[src/common/adc_seq_pkg.sv]
/*
 * constants, register map and carrier types for the converter channel sequencer.
 * assumes an APB slave with 32-bit data; each register is one aligned word.
 */
// Notes on behaviour
// - range register: low nibble first, high last
// - any range write loads current channel low
// - current channel advances after each conversion
// - after high channel, current wraps to low
// - equal low and high repeats one channel
// - two-bit gain code selects input range
// - range or gain write starts settle timer
// - settling flag reads one while timer runs
// - data port write triggers only if irq disabled
// - irq enabled: only timer or external trigger
// - stay busy until converter signals completion
// - busy flag bit seven while converting
// - result pushed low byte then high byte
// - each data byte read pops the fifo
// - results are raw signed sixteen-bit values
// - same encoding kept in unipolar polarity
// - scan converts current channel up to high, busy throughout; a drop ends it
// - scan adds channel count to fifo count
// - scan enable picks run from current channel up to high, or single
// - irq enabled: source select picks trigger
// - fifo holds 48 samples; overflow drops new
package adc_seq_pkg;

    // ==========================================================
    // register map: each register has an index, its byte address is four times it
    localparam int IDX_DATA_LOW = 0;
    localparam int IDX_DATA_HIGH = 1;
    localparam int IDX_CHANNEL_RANGE = 2;
    localparam int IDX_GAIN_STATUS = 3;
    localparam int IDX_CONTROL = 4;
    localparam int IDX_FIFO_STATUS = 5;
    localparam logic [7:0] ADDR_DATA_LOW = 8'(4 * IDX_DATA_LOW);
    localparam logic [7:0] ADDR_DATA_HIGH = 8'(4 * IDX_DATA_HIGH);
    localparam logic [7:0] ADDR_CHANNEL_RANGE = 8'(4 * IDX_CHANNEL_RANGE);
    localparam logic [7:0] ADDR_GAIN_STATUS = 8'(4 * IDX_GAIN_STATUS);
    localparam logic [7:0] ADDR_CONTROL = 8'(4 * IDX_CONTROL);
    localparam logic [7:0] ADDR_FIFO_STATUS = 8'(4 * IDX_FIFO_STATUS);

    // ==========================================================
    // field positions
    localparam int GAIN_LSB = 0;
    localparam int SCAN_BIT = 2;
    localparam int SETTLE_BIT = 5;
    localparam int BUSY_BIT = 7;
    localparam int IRQ_EN_BIT = 0;
    localparam int SRC_SEL_BIT = 4;
    localparam int FIFO_RESET_BIT = 7;
    localparam int OVF_BIT = 15;

    // ==========================================================
    // timing
    localparam int CLK_HZ = 10_000_000;
    localparam int SETTLE_NS = 10_000;
    localparam int CONV_MAX_NS = 5_000;
    localparam int SETTLE_CYCLES = (SETTLE_NS * (CLK_HZ / 1_000_000) + 999) / 1000;
    localparam int CONV_TIMEOUT_CYCLES = (CONV_MAX_NS * (CLK_HZ / 1_000_000)) / 1000;

    localparam int FIFO_SAMPLES = 48;

    typedef enum logic [1:0] {
        ST_IDLE = 2'b00,
        ST_START = 2'b01,
        ST_WAIT = 2'b10,
        ST_STORE_HIGH = 2'b11
    } seq_state_t;

    typedef struct packed {
        logic [3:0] high;
        logic [3:0] low;
    } chan_range_t;

    typedef struct packed {
        logic start;
        logic [3:0] channel;
        logic [1:0] gain;
    } conv_req_t;

endpackage

[src/rtl/adc_channel_sequencer.sv]
/*
 * register front end, trigger gating, channel sequencer, settle timer and
 * byte fifo around an external 16-bit converter.
 * assumes the converter answers conv_done (one-cycle pulse, same clock)
 * with conv_data; external and timer triggers arrive as asynchronous pins.
 */
`timescale 1ns/1ps
module adc_channel_sequencer #(
    parameter int FIFO_SAMPLES = adc_seq_pkg::FIFO_SAMPLES,
    parameter int SETTLE_CYCLES = adc_seq_pkg::SETTLE_CYCLES
) (
    input wire logic core_clk,
    input wire logic rst,
    input wire logic psel,
    input wire logic penable,
    input wire logic pwrite,
    input wire logic [7:0] paddr,
    input wire logic [31:0] pwdata,
    output logic [31:0] prdata,
    output logic pready,
    output logic pslverr,
    output adc_seq_pkg::conv_req_t conv_req,
    input wire logic conv_done,
    input wire logic [15:0] conv_data,
    input wire logic ext_trigger,
    input wire logic timer_trigger
);
    localparam int DEPTH = 2 * FIFO_SAMPLES;
    localparam int PW = $clog2(DEPTH);
    localparam int CW = $clog2(DEPTH + 1);
    localparam int SW = $clog2(SETTLE_CYCLES + 1);

    // ==========================================================
    // apb decode
    wire logic setup = psel && !penable;
    // writes land at the access edge, when pready completes the transfer
    wire logic access = psel && penable && pready;
    wire logic wr = access && pwrite;
    wire logic rd = setup && !pwrite;
    wire logic hit_low = paddr == adc_seq_pkg::ADDR_DATA_LOW;
    wire logic hit_high = paddr == adc_seq_pkg::ADDR_DATA_HIGH;
    wire logic hit_range = paddr == adc_seq_pkg::ADDR_CHANNEL_RANGE;
    wire logic hit_gain = paddr == adc_seq_pkg::ADDR_GAIN_STATUS;
    wire logic hit_ctrl = paddr == adc_seq_pkg::ADDR_CONTROL;
    wire logic hit_fstat = paddr == adc_seq_pkg::ADDR_FIFO_STATUS;
    wire logic mapped = hit_low | hit_high | hit_range | hit_gain | hit_ctrl | hit_fstat;

    // ==========================================================
    // registers
    adc_seq_pkg::chan_range_t chan_range;
    logic [3:0] cur_chan;
    logic [1:0] gain_code;
    logic scan_mode_enable;
    logic adc_irq_enable;
    logic trigger_source_select;
    logic [SW-1:0] settle_cnt;
    logic conversion_busy_flag;
    logic fifo_overflow_flag;

    // ==========================================================
    // trigger pins: three stages, rising edge when second and third agree high on a change
    logic [2:0] ext_sync;
    logic [2:0] tmr_sync;
    logic ext_seen;
    logic tmr_seen;
    always_ff @(posedge core_clk or posedge rst) begin
        if (rst) begin
            ext_sync <= 3'h0;
            tmr_sync <= 3'h0;
            ext_seen <= 1'b0;
            tmr_seen <= 1'b0;
        end else begin
            ext_sync <= {ext_sync[1:0], ext_trigger};
            tmr_sync <= {tmr_sync[1:0], timer_trigger};
            if (ext_sync[1] == ext_sync[2]) begin
                ext_seen <= ext_sync[2];
            end
            if (tmr_sync[1] == tmr_sync[2]) begin
                tmr_seen <= tmr_sync[2];
            end
        end
    end
    wire logic ext_rise = ext_sync[1] && ext_sync[2] && !ext_seen;
    wire logic tmr_rise = tmr_sync[1] && tmr_sync[2] && !tmr_seen;

    wire logic sw_trigger = wr && hit_low && !adc_irq_enable;
    wire logic hw_trigger = adc_irq_enable
        && (trigger_source_select ? ext_rise : tmr_rise);
    // a trigger during a running conversion or scan is dropped
    wire logic trigger = (sw_trigger || hw_trigger) && !conversion_busy_flag;

    // ==========================================================
    // fifo of bytes
    logic [7:0] fifo_mem [DEPTH];
    logic [PW-1:0] wr_ptr;
    logic [PW-1:0] rd_ptr;
    logic [CW-1:0] byte_count;
    logic [7:0] high_hold;
    adc_seq_pkg::seq_state_t state;

    wire logic pop = rd && (hit_low || hit_high) && byte_count != '0;
    wire logic fifo_reset = wr && hit_high && pwdata[adc_seq_pkg::FIFO_RESET_BIT];
    // room for a whole sample is checked once, so a full fifo never splits a sample
    wire logic room = byte_count <= CW'(DEPTH - 2);
    wire logic done_ok = state == adc_seq_pkg::ST_WAIT && conv_done;
    wire logic push_low = done_ok && room;
    wire logic push_high = state == adc_seq_pkg::ST_STORE_HIGH;
    wire logic push = push_low || push_high;
    wire logic [7:0] push_byte = push_high ? high_hold : conv_data[7:0];
    wire logic [PW-1:0] wr_next = wr_ptr == PW'(DEPTH - 1) ? '0 : wr_ptr + 1'b1;
    wire logic [PW-1:0] rd_next = rd_ptr == PW'(DEPTH - 1) ? '0 : rd_ptr + 1'b1;

    genvar gi;
    generate
        for (gi = 0; gi < DEPTH; gi++) begin : g_mem
            always_ff @(posedge core_clk) begin
                if (push && wr_ptr == PW'(gi)) begin
                    fifo_mem[gi] <= push_byte;
                end
            end
        end
    endgenerate

    always_ff @(posedge core_clk or posedge rst) begin
        if (rst) begin
            wr_ptr <= '0;
            rd_ptr <= '0;
            byte_count <= '0;
            high_hold <= 8'h00;
            fifo_overflow_flag <= 1'b0;
        end else if (fifo_reset) begin
            wr_ptr <= '0;
            rd_ptr <= '0;
            byte_count <= '0;
            // a drop in the clearing cycle still sets the flag
            fifo_overflow_flag <= done_ok && !room;
        end else begin
            if (push) begin
                wr_ptr <= wr_next;
            end
            if (pop) begin
                rd_ptr <= rd_next;
            end
            if (push && !pop) begin
                byte_count <= byte_count + 1'b1;
            end else if (pop && !push) begin
                byte_count <= byte_count - 1'b1;
            end
            if (done_ok) begin
                high_hold <= conv_data[15:8];
            end
            if (done_ok && !room) begin
                fifo_overflow_flag <= 1'b1;
            end
        end
    end

    // ==========================================================
    // sequencer
    logic scan_active;
    wire logic at_high = cur_chan == chan_range.high;
    wire logic [3:0] chan_after = at_high ? chan_range.low : cur_chan + 1'b1;
    wire logic range_wr = wr && hit_range;
    wire logic gain_wr = wr && hit_gain;
    wire logic finished = done_ok;

    always_ff @(posedge core_clk or posedge rst) begin
        if (rst) begin
            state <= adc_seq_pkg::ST_IDLE;
            conversion_busy_flag <= 1'b0;
            scan_active <= 1'b0;
            cur_chan <= 4'h0;
            conv_req <= '0;
        end else begin
            conv_req.start <= 1'b0;
            if (range_wr) begin
                cur_chan <= pwdata[3:0];
            end
            case (state)
                adc_seq_pkg::ST_IDLE: begin
                    if (trigger) begin
                        conversion_busy_flag <= 1'b1;
                        scan_active <= scan_mode_enable;
                        state <= adc_seq_pkg::ST_START;
                    end
                end
                adc_seq_pkg::ST_START: begin
                    conv_req.start <= 1'b1;
                    conv_req.channel <= cur_chan;
                    conv_req.gain <= gain_code;
                    state <= adc_seq_pkg::ST_WAIT;
                end
                adc_seq_pkg::ST_WAIT: begin
                    // busy holds until the converter reports done; a slow part is not aborted
                    if (finished) begin
                        if (!range_wr) begin
                            cur_chan <= chan_after;
                        end
                        state <= room ? adc_seq_pkg::ST_STORE_HIGH
                            : adc_seq_pkg::ST_IDLE;
                        if (!room) begin
                            conversion_busy_flag <= 1'b0;
                            scan_active <= 1'b0;
                        end
                    end
                end
                adc_seq_pkg::ST_STORE_HIGH: begin
                    if (scan_active && cur_chan != chan_range.low) begin
                        state <= adc_seq_pkg::ST_START;
                    end else begin
                        state <= adc_seq_pkg::ST_IDLE;
                        conversion_busy_flag <= 1'b0;
                        scan_active <= 1'b0;
                    end
                end
                default: begin
                    state <= adc_seq_pkg::ST_IDLE;
                end
            endcase
        end
    end

    // ==========================================================
    // configuration registers and settle timer
    always_ff @(posedge core_clk or posedge rst) begin
        if (rst) begin
            chan_range <= '0;
            gain_code <= 2'h0;
            scan_mode_enable <= 1'b0;
            adc_irq_enable <= 1'b0;
            trigger_source_select <= 1'b0;
            settle_cnt <= '0;
        end else begin
            if (range_wr) begin
                chan_range <= pwdata[7:0];
            end
            if (gain_wr) begin
                gain_code <= pwdata[adc_seq_pkg::GAIN_LSB +: 2];
                scan_mode_enable <= pwdata[adc_seq_pkg::SCAN_BIT];
            end
            if (wr && hit_ctrl) begin
                adc_irq_enable <= pwdata[adc_seq_pkg::IRQ_EN_BIT];
                trigger_source_select <= pwdata[adc_seq_pkg::SRC_SEL_BIT];
            end
            if (range_wr || gain_wr) begin
                settle_cnt <= SW'(SETTLE_CYCLES);
            end else if (settle_cnt != '0) begin
                settle_cnt <= settle_cnt - 1'b1;
            end
        end
    end

    // ==========================================================
    // read mux; answers in the access cycle, zero wait states
    wire logic [7:0] gain_status = {conversion_busy_flag, 1'b0,
        settle_cnt != '0, 2'b00, scan_mode_enable, gain_code};
    wire logic [7:0] ctrl_read = {3'b000, trigger_source_select, 3'b000, adc_irq_enable};
    wire logic [31:0] fifo_status = {16'h0000, fifo_overflow_flag, 7'h00,
        8'(byte_count >> 1)};
    wire logic [7:0] head = fifo_mem[rd_ptr];
    wire logic [31:0] rd_word = hit_low || hit_high ? {24'h000000, head}
        : hit_range ? {24'h000000, chan_range}
        : hit_gain ? {24'h000000, gain_status}
        : hit_ctrl ? {24'h000000, ctrl_read}
        : hit_fstat ? fifo_status : 32'h00000000;

    always_ff @(posedge core_clk or posedge rst) begin
        if (rst) begin
            prdata <= 32'h00000000;
            pready <= 1'b0;
            pslverr <= 1'b0;
        end else begin
            pready <= setup;
            pslverr <= setup && !mapped;
            if (setup) begin
                prdata <= rd ? rd_word : 32'h00000000;
            end
        end
    end
endmodule

[config.mk]
export PLATFORM = sky130hd
export DESIGN_NAME = adc_channel_sequencer
export DESIGN_NICKNAME = d
export VERILOG_FILES = /design/src/common/adc_seq_pkg.sv /design/src/rtl/adc_channel_sequencer.sv
export SDC_FILE = /design/constraint.sdc
export NUM_CORES = 1
export LEC_CHECK = 0
export BUFFER_PORTS_ARGS = -buffer_cell sky130_fd_sc_hd__buf_2
export CAP_MARGIN = 20
export CORE_MARGIN = 2
export CORE_UTILIZATION = 55
export DETAILED_ROUTE_END_ITERATION = 16
export PLACE_DENSITY = 0.72
export SYNTH_ARGS = -nofsm -noshare
export SYNTH_HDL_FRONTEND = slang
export SYNTH_SLANG_ARGS = --single-unit
[constraint.sdc]
create_clock -name core_clk -period 3.75 [get_ports core_clk]
set_input_delay 0.375 -clock core_clk [delete_from_list [all_inputs] [get_ports core_clk]]
set_output_delay 0.375 -clock core_clk [all_outputs]
set_load 0.005 [all_outputs]
=== After elaboration in Yosys (flattened, before gate mapping) ===
Memories as Yosys holds them, arrays and structs flattened.
Cells that the tools add are included.
Widths: inputs -> output; s select.

* $lt $le $gt $ge: 1
* Reduce and logical (&&, ||, !) cells: 246
* Mux-type cells: 516
* Add/subtract/negate cells: 6
* Bitwise operators: 6
* Equal/unequal tests: 112

{| class="wikitable"
|+ Operator list
! operator !! number
|-
| $mux 8 || 96
|-
| $reduce_or 8->1 || 95
|-
| $mux 7 || 107
|-
| $mux 1 || 296
|-
| $eq 7x7->1 const B || 33
|-
| $eq 7x6->1 const B || 32
|-
| $logic_and 1x1->1 || 123
|-
| $eq 7x5->1 const B || 16
|-
| $mux 16 || 6
|-
| $eq 7x4->1 const B || 8
|-
| $eq 7x3->1 const B || 4
|-
| $add 7x1->7 const B || 3
|-
| $mux 4 || 5
|-
| $eq 8x4->1 const B || 2
|-
| $eq 8x5->1 const B || 2
|-
| $eq 7x2->1 const B || 2
|-
| $reduce_bool 7->1 || 2
|-
| $sub 7x1->7 const B || 2
|-
| $logic_not 1->1 || 10
|-
| $eq 8x3->1 const B || 1
|-
| $logic_not 8->1 || 1
|-
| $ne 2x2->1 const B || 4
|-
| $pmux 2 s4 || 1
|-
| $reduce_bool 2->1 || 4
|-
| other kinds (18) || 32
|}

* Word-level logic and storage cells: 914
* Register bits: 107
* RAM bits: 768
* Memories: 1
* Output and inout port bits: 41
* Bits of input ports: 64

{| class="wikitable"
|+ Memory list
! memory !! words !! bits a word !! read ports !! clocked after memory_dff !! wr ports !! line !! source
|-
| fifo_mem || 96 || 8 || 1 || 0 || 1 || adc_channel_sequencer.sv:94 || <nowiki>logic [7:0] fifo_mem [DEPTH];</nowiki>
|}

=== Logic depth before layout (Yosys ltp) ===
Gate-level depths: netlist (run 1).

* Word-level depth: 103
* Mapped depth: 15

=== Worst setup path before layout (run 1) ===
No wires, ideal clock.

* Path kind: reg2reg
* From: register byte_count[0]
* To: register byte_count[6]
* Cell stages (with the launch flop): 15
* Arrival time: 2.920 ns
* Path buffers: 2
* Library setup time: 0.079 ns
* Setup slack: 0.750 ns
* Cells stage by stage: dfrtp_1 inv_1 o21bai_1 a21oi_1 o21a_1 clkbuf_1 buf_1 nand2_1 ha_1 nand3b_1 a21boi_0 o21ai_0 and3_1 mux2i_1 mux2i_1

* Word-level cells in the longest chain between the ends: 6

{| class="wikitable"
|+ Ends and longest elaborated chain
! element !! line !! source
|-
| start: declaration || adc_channel_sequencer.sv:97 || <nowiki>logic [CW-1:0] byte_count;</nowiki>
|-
| start signal: assignment || adc_channel_sequencer.sv:145 || <nowiki>byte_count <= byte_count + 1'b1;</nowiki>
|-
| start signal: assignment || adc_channel_sequencer.sv:147 || <nowiki>byte_count <= byte_count - 1'b1;</nowiki>
|-
| $le 7x7->1 / $reduce_bool 7->1 (equally long branches) || adc_channel_sequencer.sv:104, adc_channel_sequencer.sv:101 ||
|-
| $logic_and 1x1->1 (on tied branches) || adc_channel_sequencer.sv:106, adc_channel_sequencer.sv:101 ||
|-
| $logic_or 1x1->1 / $logic_not 1->1 (equally long branches) || adc_channel_sequencer.sv:108, adc_channel_sequencer.sv:144 ||
|-
| $logic_and 1x1->1 / $logic_not 1->1 (equally long branches) || adc_channel_sequencer.sv:144, adc_channel_sequencer.sv:146 ||
|-
| $mux 7 / $logic_and 1x1->1 (equally long branches) || adc_channel_sequencer.sv:144, adc_channel_sequencer.sv:146 ||
|-
| $mux 7 / $reduce_bool 3->1 (equally long branches) || - ||
|}

Parallel ways exist; a longest one is shown, timed or not. The select of a mux whose other input is x is not followed.
A chain may end at the register's enable or synchronous reset.

=== Final worst setup path (run 1) ===
Ends and elaborated chain as after synthesis.

==> summary.txt, run 1 <==
Worst hold path
  – Hold Path Origin: paddr[3]
  – Cell count of the worst hold path: 3
  – Worst Hold Path EP: pslverr
  – Min-delay worst type: primary input to flop

Worst setup path
  – RR Endpoint: byte_count[6]
  – Critical Path Fanout Max: 19
  – R2R Path Start: byte_count[0]
  – FF-to-FF setup slack: between 0.2 and 0.3 ns
  – Slowest stage delay, CP: 0.64 ns
  – WP buf/inv: 1
  – CP Cell Sequence: inv_1 -> o21bai_1 -> a21oi_1 -> o21a_1 -> nand2_1 -> ha_1 -> nand3b_1 -> a21boi_0 -> o21ai_0 -> and3_1 -> mux2i_1 -> mux2i_1
  – Crit Path Class: flop to flop
  – CP Launch Type: flop
  – CP required: roughly 4.3 ns
  – R2R cell count: 12
  – Crit path DAT: 4.05 ns
  – Critical path's most frequent cell: mux2i_1
  – Crit end category: flop
  – Slowest stage cell, crit path: o21a_1
  – Top delay family on crit path: compound AO/OA/AOI/OAI gates

Yosys
  – Compound-Gate Fraction of Synth Area: 4.07%
  – Post-synthesis simple-gate area fraction: 4.93%
  – Mapped Area: 0.0345 mm2
  – Synth async-reset ratio: 9.86%
  – Ys flop type: edfxtp_1
  – Largest family of logic cells by synthesized area: multiplexers
  – Unique masters post-synth: 66
  – Number of synthesized flops with an enable pin: ~770
  – Syn avg cell area: 18.1 um2
  – Yosys reg bits: 852
  – Post-synthesis sequential area ratio: between 70% and 80%
  – Synth warn: 0
  – Cells after Synth: ~1900
  – Mux cell area share after synthesis: 14.7%
  – Xor/xnor share of the synthesized area: 0.583%
  – Post-synthesis adder-cell area fraction: 0.602%

STA
  – Fmax: 289 MHz
  – Worst Tran Pin Value: about 1.1 ns
  – Final Critical Period: around 3.5 ns
  – Setup_tns: 0 ns
  – Max Slew Vio Count: 0
  – RSZ-0062 raised after global routing: false
  – Slew headroom: around a quarter
  – Fin. Hold Viols: 0
  – Tcrit/Tclk final: between 90% and 100%
  – Setup-failing EPs final: 0
  – Clk_skew: 0.0314 ns

Clocking
  – Cts repair resizes: 0
  – Clock insertion delay at the later pin of the skew report: approximately 0.66 ns
  – CTS root buffer: clkbuf_16
  – CTS tree: yes
  – CTS max path bufs: 3
  – Hold_buf cts: 19
  – CTS clk-pin slew, worst paths: 0.07 ns
  – Post-CTS Setup Inserts: 0
  – Clock sinks: 852
  – H-tree levels: 3
  – TritonCTS buffer count: 85

Power
  – Static Leak: 13.1 nW
  – Max IR drop VDD: 0.369 mV
  – Power Density: 526 mW/mm2
  – Total power: roughly 0.021 W

Placement
  – Port Buf Inserts: 57
  – DP HPWL: 54400 um
  – Post-DP Area: approximately 0.037 mm2
  – RePlAce Congestion: 0.947

Cells and area
  – Fin area: 0.0397 mm2
  – Filler Cells Inserted: approximately 4200
  – Most frequent cells in the layout: 768 x edfxtp_1, 166 x mux4_2, 153 x nor2_1
  – Nets@finish: between 2000 and 2500
  – Share of layout cells above drive strength 1: 26.1%
  – Core Util, Final: 64.1%
  – Synth-to-Final Area Change: 15.0%
  – Most common cell after layout, fill and taps aside: edfxtp_1

Routing
  – Starting DRT DRC Count: just over 2000
  – Detailed-route wire length: 84700 um
  – Vias: 19200
  – Post-route ant nets: 0
  – TritonRoute pass-1 iters: 5
  – Drt drc: 0
  – Vias per std cell: 6.30
  – DR WL/cell: 27.9 um

GRT
  – Tot GR Track Use: 26.9%
  – Vias in the first global route: 19200
  – Initial antenna violation count: 2
  – Overflow after GRT: 0
  – Largest net degree at the start of global routing: 97
  – First-pass GRT wire length: around 130000 um

Die
  – Initial core utilization: 55.7%
  – IO Count: 105
  – Rows: 91
  – Die ar.: roughly 0.065 mm2
  – Core Box Area: 0.0619 mm2
  – Die width: around 250 um
  – Die H: 255 um

Flow run
  – Maxcap violations: 0

Run status
  – Status: finished, final reports clean
## sequential cells by signal, summed over array words and instances (netlist names), 8 cells and up
name / cells
chan_range: 8
fifo_mem: 768
high_hold: 8
prdata: 9
## final cells by class
cell class | count | area, um2 | share of cell area (%)
timing repair buffer | 236 | 1870 | 4.70
antenna | 2 | 5.00 | 0.0126
clock buffer | 112 | 2310 | 5.81
clock inverter | 46 | 538 | 1.35
inverter | 21 | 80.1 | 0.202
sequential | 852 | 25200 | 63.4
tap | 837 | 1050 | 2.64
multi-input combinational | 932 | 8690 | 21.9
## stage by stage
step,instances,hold slack [ns],setup WS (ns)
final,3038,0.0987,0.284
after global routing,3036,0.107,0.0350
after CTS,3034,0.0705,0.340
after detailed placement,2857,0.350,0.375
after global placement,2857,0.334,0.446
after floorplan,1928,0.331,0.750
## how the worst max path moves through the flow
stage | start | end | depth (start not counted) | slack [ns]
2_1_floorplan | byte_count[0] | byte_count[6] | 14 | 0.75
3_3_place_gp | byte_count[0] | byte_count[6] | 12 | 0.45
3_5_place_dp | byte_count[0] | byte_count[5] | 12 | 0.37
4_1_cts | byte_count[3] | byte_count[5] | 12 | 0.34
5_1_grt | byte_count[3] | byte_count[6] | 12 | 0.04
6_report | byte_count[0] | byte_count[6] | 12 | 0.28
## worst register-to-register path: stages (launching register included)
cell and delay [ns]:
dfrtp_1 0.42, inv_1 0.13, o21bai_1 0.12, a21oi_1 0.32, o21a_1 0.64, nand2_1 0.36, ha_1 0.43, nand3b_1 0.11
a21boi_0 0.18, o21ai_0 0.12, and3_1 0.19, mux2i_1 0.19, mux2i_1 0.20
## cell families (layout without fill, tap and decap cells)
kind of cell | after synthesis | after routing
xor gates and xnor gates | 23 | 23
muxes | 294 | 294
buffers and inverters | 144 | 415
AOI/OAI and AO/OA | 207 | 207
DFF | 852 | 852
and+or+nand+nor | 369 | 369
other | 1 | 25
adders and majority gates | 16 | 16
## layer usage
metal,track usage (%),part of all wire (%),vias up
met5,0,0.026,-
met3,7.12,11,235
li1,-,-,8042
met4,11.0,4.4,4
met1,36.4,38,9773
met2,42.0,47,1100
## synth_stat cells (all sizes together), types with 5 or more instances
library cell / count / area [um2]
edfxtp: 768 / 23100
mux4: 166 / 3740
nor2: 154 / 581
dfrtp: 84 / 2100
mux2i: 83 / 831
nand2: 82 / 308
buf: 80 / 527
mux2: 45 / 507
clkbuf: 43 / 161
a21oi: 37 / 185
nand3: 33 / 165
o21ai: 33 / 165
a22oi: 30 / 225
o22ai: 24 / 150
nor3: 21 / 116
inv: 20 / 75.1
nand2b: 19 / 119
ha: 15 / 188
nor2b: 12 / 75.1
xnor2: 12 / 105
xor2: 11 / 96.3
nor4: 10 / 77.6
or3: 10 / 62.6
a221oi: 8 / 70.1
a22o: 8 / 70.1
a211oi: 7 / 52.6
o211ai: 7 / 52.6
a31oi: 5 / 31.3
nand4: 5 / 31.3
o21bai: 5 / 37.5
o221ai: 5 / 43.8
o41ai: 5 / 43.8
or4: 5 / 41.3
## power breakdown
group / switching (W) / internal [W] / leakage (nW)
clock network: 0.00360 / 0.00500 / 1.37
logic: 0.000843 / 0.000635 / 3.76
registers: 0.000225 / 0.0106 / 7.97
Note: power is estimated with default switching activity, not from simulation.
==> inputs of run 2 (changes only) <==
- CORE_UTILIZATION: 55 -> 44
- PLACE_DENSITY: 0.72 -> not set
==> summary.txt, run 2 (synthesis results as in run 1) <==
Run status
  – Status: finished, final reports clean

STA
  – Setup_tns: 0 ns
  – Slew headroom: around 30%
  – Tcrit/Tclk final: 89.1%
  – Clk_skew: 0.0308 ns
  – RSZ-0062 raised after global routing: false
  – Setup WS post-layout: 0.407 ns
  – Worst Tran Pin Value: ~1.0 ns
  – Final Critical Period: 3.34 ns
  – Setup-failing EPs final: 0
  – Fmax: between 200 and 300 MHz
  – Fin. Hold Viols: 0
  – Max Slew Vio Count: 0
  – Hold slack final: 0.0938 ns

Die
  – Die width: 284 um
  – Rows: between 100 and 150
  – Die ar.: 0.0807 mm2
  – Die H: 284 um
  – Core Box Area: ~0.078 mm2
  – IO Count: 105
  – Initial core utilization: 44.5%

Worst hold path
  – Hold Path Origin: paddr[3]
  – Min-delay worst type: primary input to flop

Power
  – Switching part of the total: 22.3%
  – Comb pwr share: 7.3%
  – Sequential share of power: between 50% and 60%
  – Max IR drop VDD: 0.389 mV
  – Int Pwr: 0.0160 W
  – Clock network fraction of design power: approximately two fifths
  – Sw Pwr: around 0.0046 W
  – Power Density: 519 mW/mm2
  – Static Leak: approximately 13 nW

Cells and area
  – Share of layout cells above drive strength 1: roughly 24%
  – N_diodes: 0
  – Most frequent cells in the layout: 768 x edfxtp_1, 166 x mux4_2, 153 x nor2_1
  – Largest register FFs: 768
  – Synth-to-Final Area Change: 14.9%
  – Largest Register: fifo_mem
  – Nets@finish: 2184
  – Most common cell after layout, fill and taps aside: edfxtp_1
  – Biggest regs: fifo_mem x768, prdata x9
  – Fin area: slightly below 0.04 mm2
  – Core Util, Final: 51.1%

Clocking
  – Cts repair resizes: 0
  – Clock insertion delay at the later pin of the skew report: around 0.65 ns
  – CTS clk-pin slew, worst paths: 0.06 ns
  – H-tree levels: 3
  – CTS root buffer: clkbuf_16
  – Clock sinks: between 800 and 900
  – CTS tree: yes
  – CTS max path bufs: 3
  – TritonCTS buffer count: 86

Worst setup path
  – Worst path depth: 7
  – R2R cell count: 7
  – Slowest stage delay, CP: 0.85 ns
  – Crit path DAT: between 3 and 4 ns
  – Crit Path Class: flop to flop
  – FF-to-FF setup slack: 0.41 ns
  – R2R Path Start: byte_count[3]
  – Setup crit end: fifo_mem[28][5]
  – Crit end category: flop
  – Top delay family on crit path: simple AND/OR/NAND/NOR gates
  – CP Cell Sequence: nand4_1 -> o21bai_1 -> a21oi_1 -> o21a_1 -> buf_4 -> nand3_1 -> nor2_1
  – WP buf/inv: 1
  – Slowest stage cell, crit path: nor2_1
  – RR Endpoint: fifo_mem[28][5]
  – CP required: 4.01 ns
  – Worst Setup SP: byte_count[3]
  – CP Launch Type: flop
  – Critical Path Fanout Max: 10

GRT
  – First-pass GRT wire length: 128000 um
  – Overflow after GRT: 0
  – Tot GR Track Use: 21.8%
  – Largest net degree at the start of global routing: 97
  – Initial antenna violation count: 3
  – Vias in the first global route: around 18000

Routing
  – Detailed-route wire length: 88100 um
  – Vias: about 19000
  – Starting DRT DRC Count: roughly 2000
  – Post-route ant nets: 0
  – DR WL/cell: 27.4 um
  – Drt drc: 0
  – TritonRoute pass-1 iters: 5
  – Vias per std cell: 5.84

Placement
  – Post-DP Area: 0.0367 mm2
  – Pre-CTS setup slack: between 0.4 and 0.5 ns
  – Port Buf Inserts: 57
  – DP HPWL: 57200 um
  – RePlAce Congestion: 0.921

Flow run
  – Maxcap violations: 0
==> run 2: cell count changes in the layout (fill, tap and decap cells not counted), moves of 5 or more <==
cell        change
clkinvlp_4      -5
buf_4          -26
mux2_2          -7
mux2_4          +7
clkinv_1       +11
==> run 2: area by class of cell <==
type | instances | area [um2]
Multi-Input combinational cell | 932 | 8710
Inverter | 21 | 80.1
Timing Repair Buffer | 211 | 1710
Fill cell | 6306 | 37900
Tap cell | 1040 | 1300
Sequential cell | 852 | 25200
Clock inverter | 41 | 349
Clock buffer | 114 | 2360
==> run 2: worst min-delay path by stage <==
stage,to,slack (ns),depth (start not counted)
after floorplan,ext_sync[1],0.33,0
after global placement,tmr_sync[1],0.34,0
after detailed placement,ext_sync[1],0.34,0
after CTS,pslverr,0.05,3
after global routing,pslverr,0.09,3
final,pslverr,0.09,3
==> run 2: layer usage <==
| layer | part of all wire (%) | up-vias | GRT usage, % |
|---|---|---|---|
| met1 | 42 | 9720 | 31.2 |
| met4 | 3.5 | 0 | 8.03 |
| met5 | 0 | - | 0 |
| met2 | 47 | 858 | 33.8 |
| li1 | - | 7999 | - |
| met3 | 7.6 | 161 | 3.64 |
==> run 2: repair_timing <==
action / 4_1_cts / 5_1_grt
setup buffers: 0 / 0
hold endpoints to repair: 72 / 0
hold buffers: 19 / 0
==> run 2: tightest hold or removal path, cell delays in order <==
cell	delay (ns)
buf_2	0.18
nand2_1	0.08
a21oi_1	0.06
==> run 2: metrics by stage <==
step                      power, W  cells
after floorplan             0.0120   1928
after global placement      0.0124   3033
after detailed placement    0.0124   3033
after CTS                   0.0207   3207
after global routing        0.0213   3211
final                       0.0206   3211
==> run 2: power groups by stage <==
| stage | clock [W] | combinational, W | sequential (W) |
|---|---|---|---|
| after global routing | 0.00885 | 0.00165 | 0.0108 |
| final | 0.00830 | 0.00149 | 0.0108 |
| after detailed placement | 0 | 0.00145 | 0.0110 |
| after floorplan | 0 | 0.00106 | 0.0109 |
| after CTS | 0.00846 | 0.00147 | 0.0108 |
| after global placement | 0 | 0.00140 | 0.0110 |
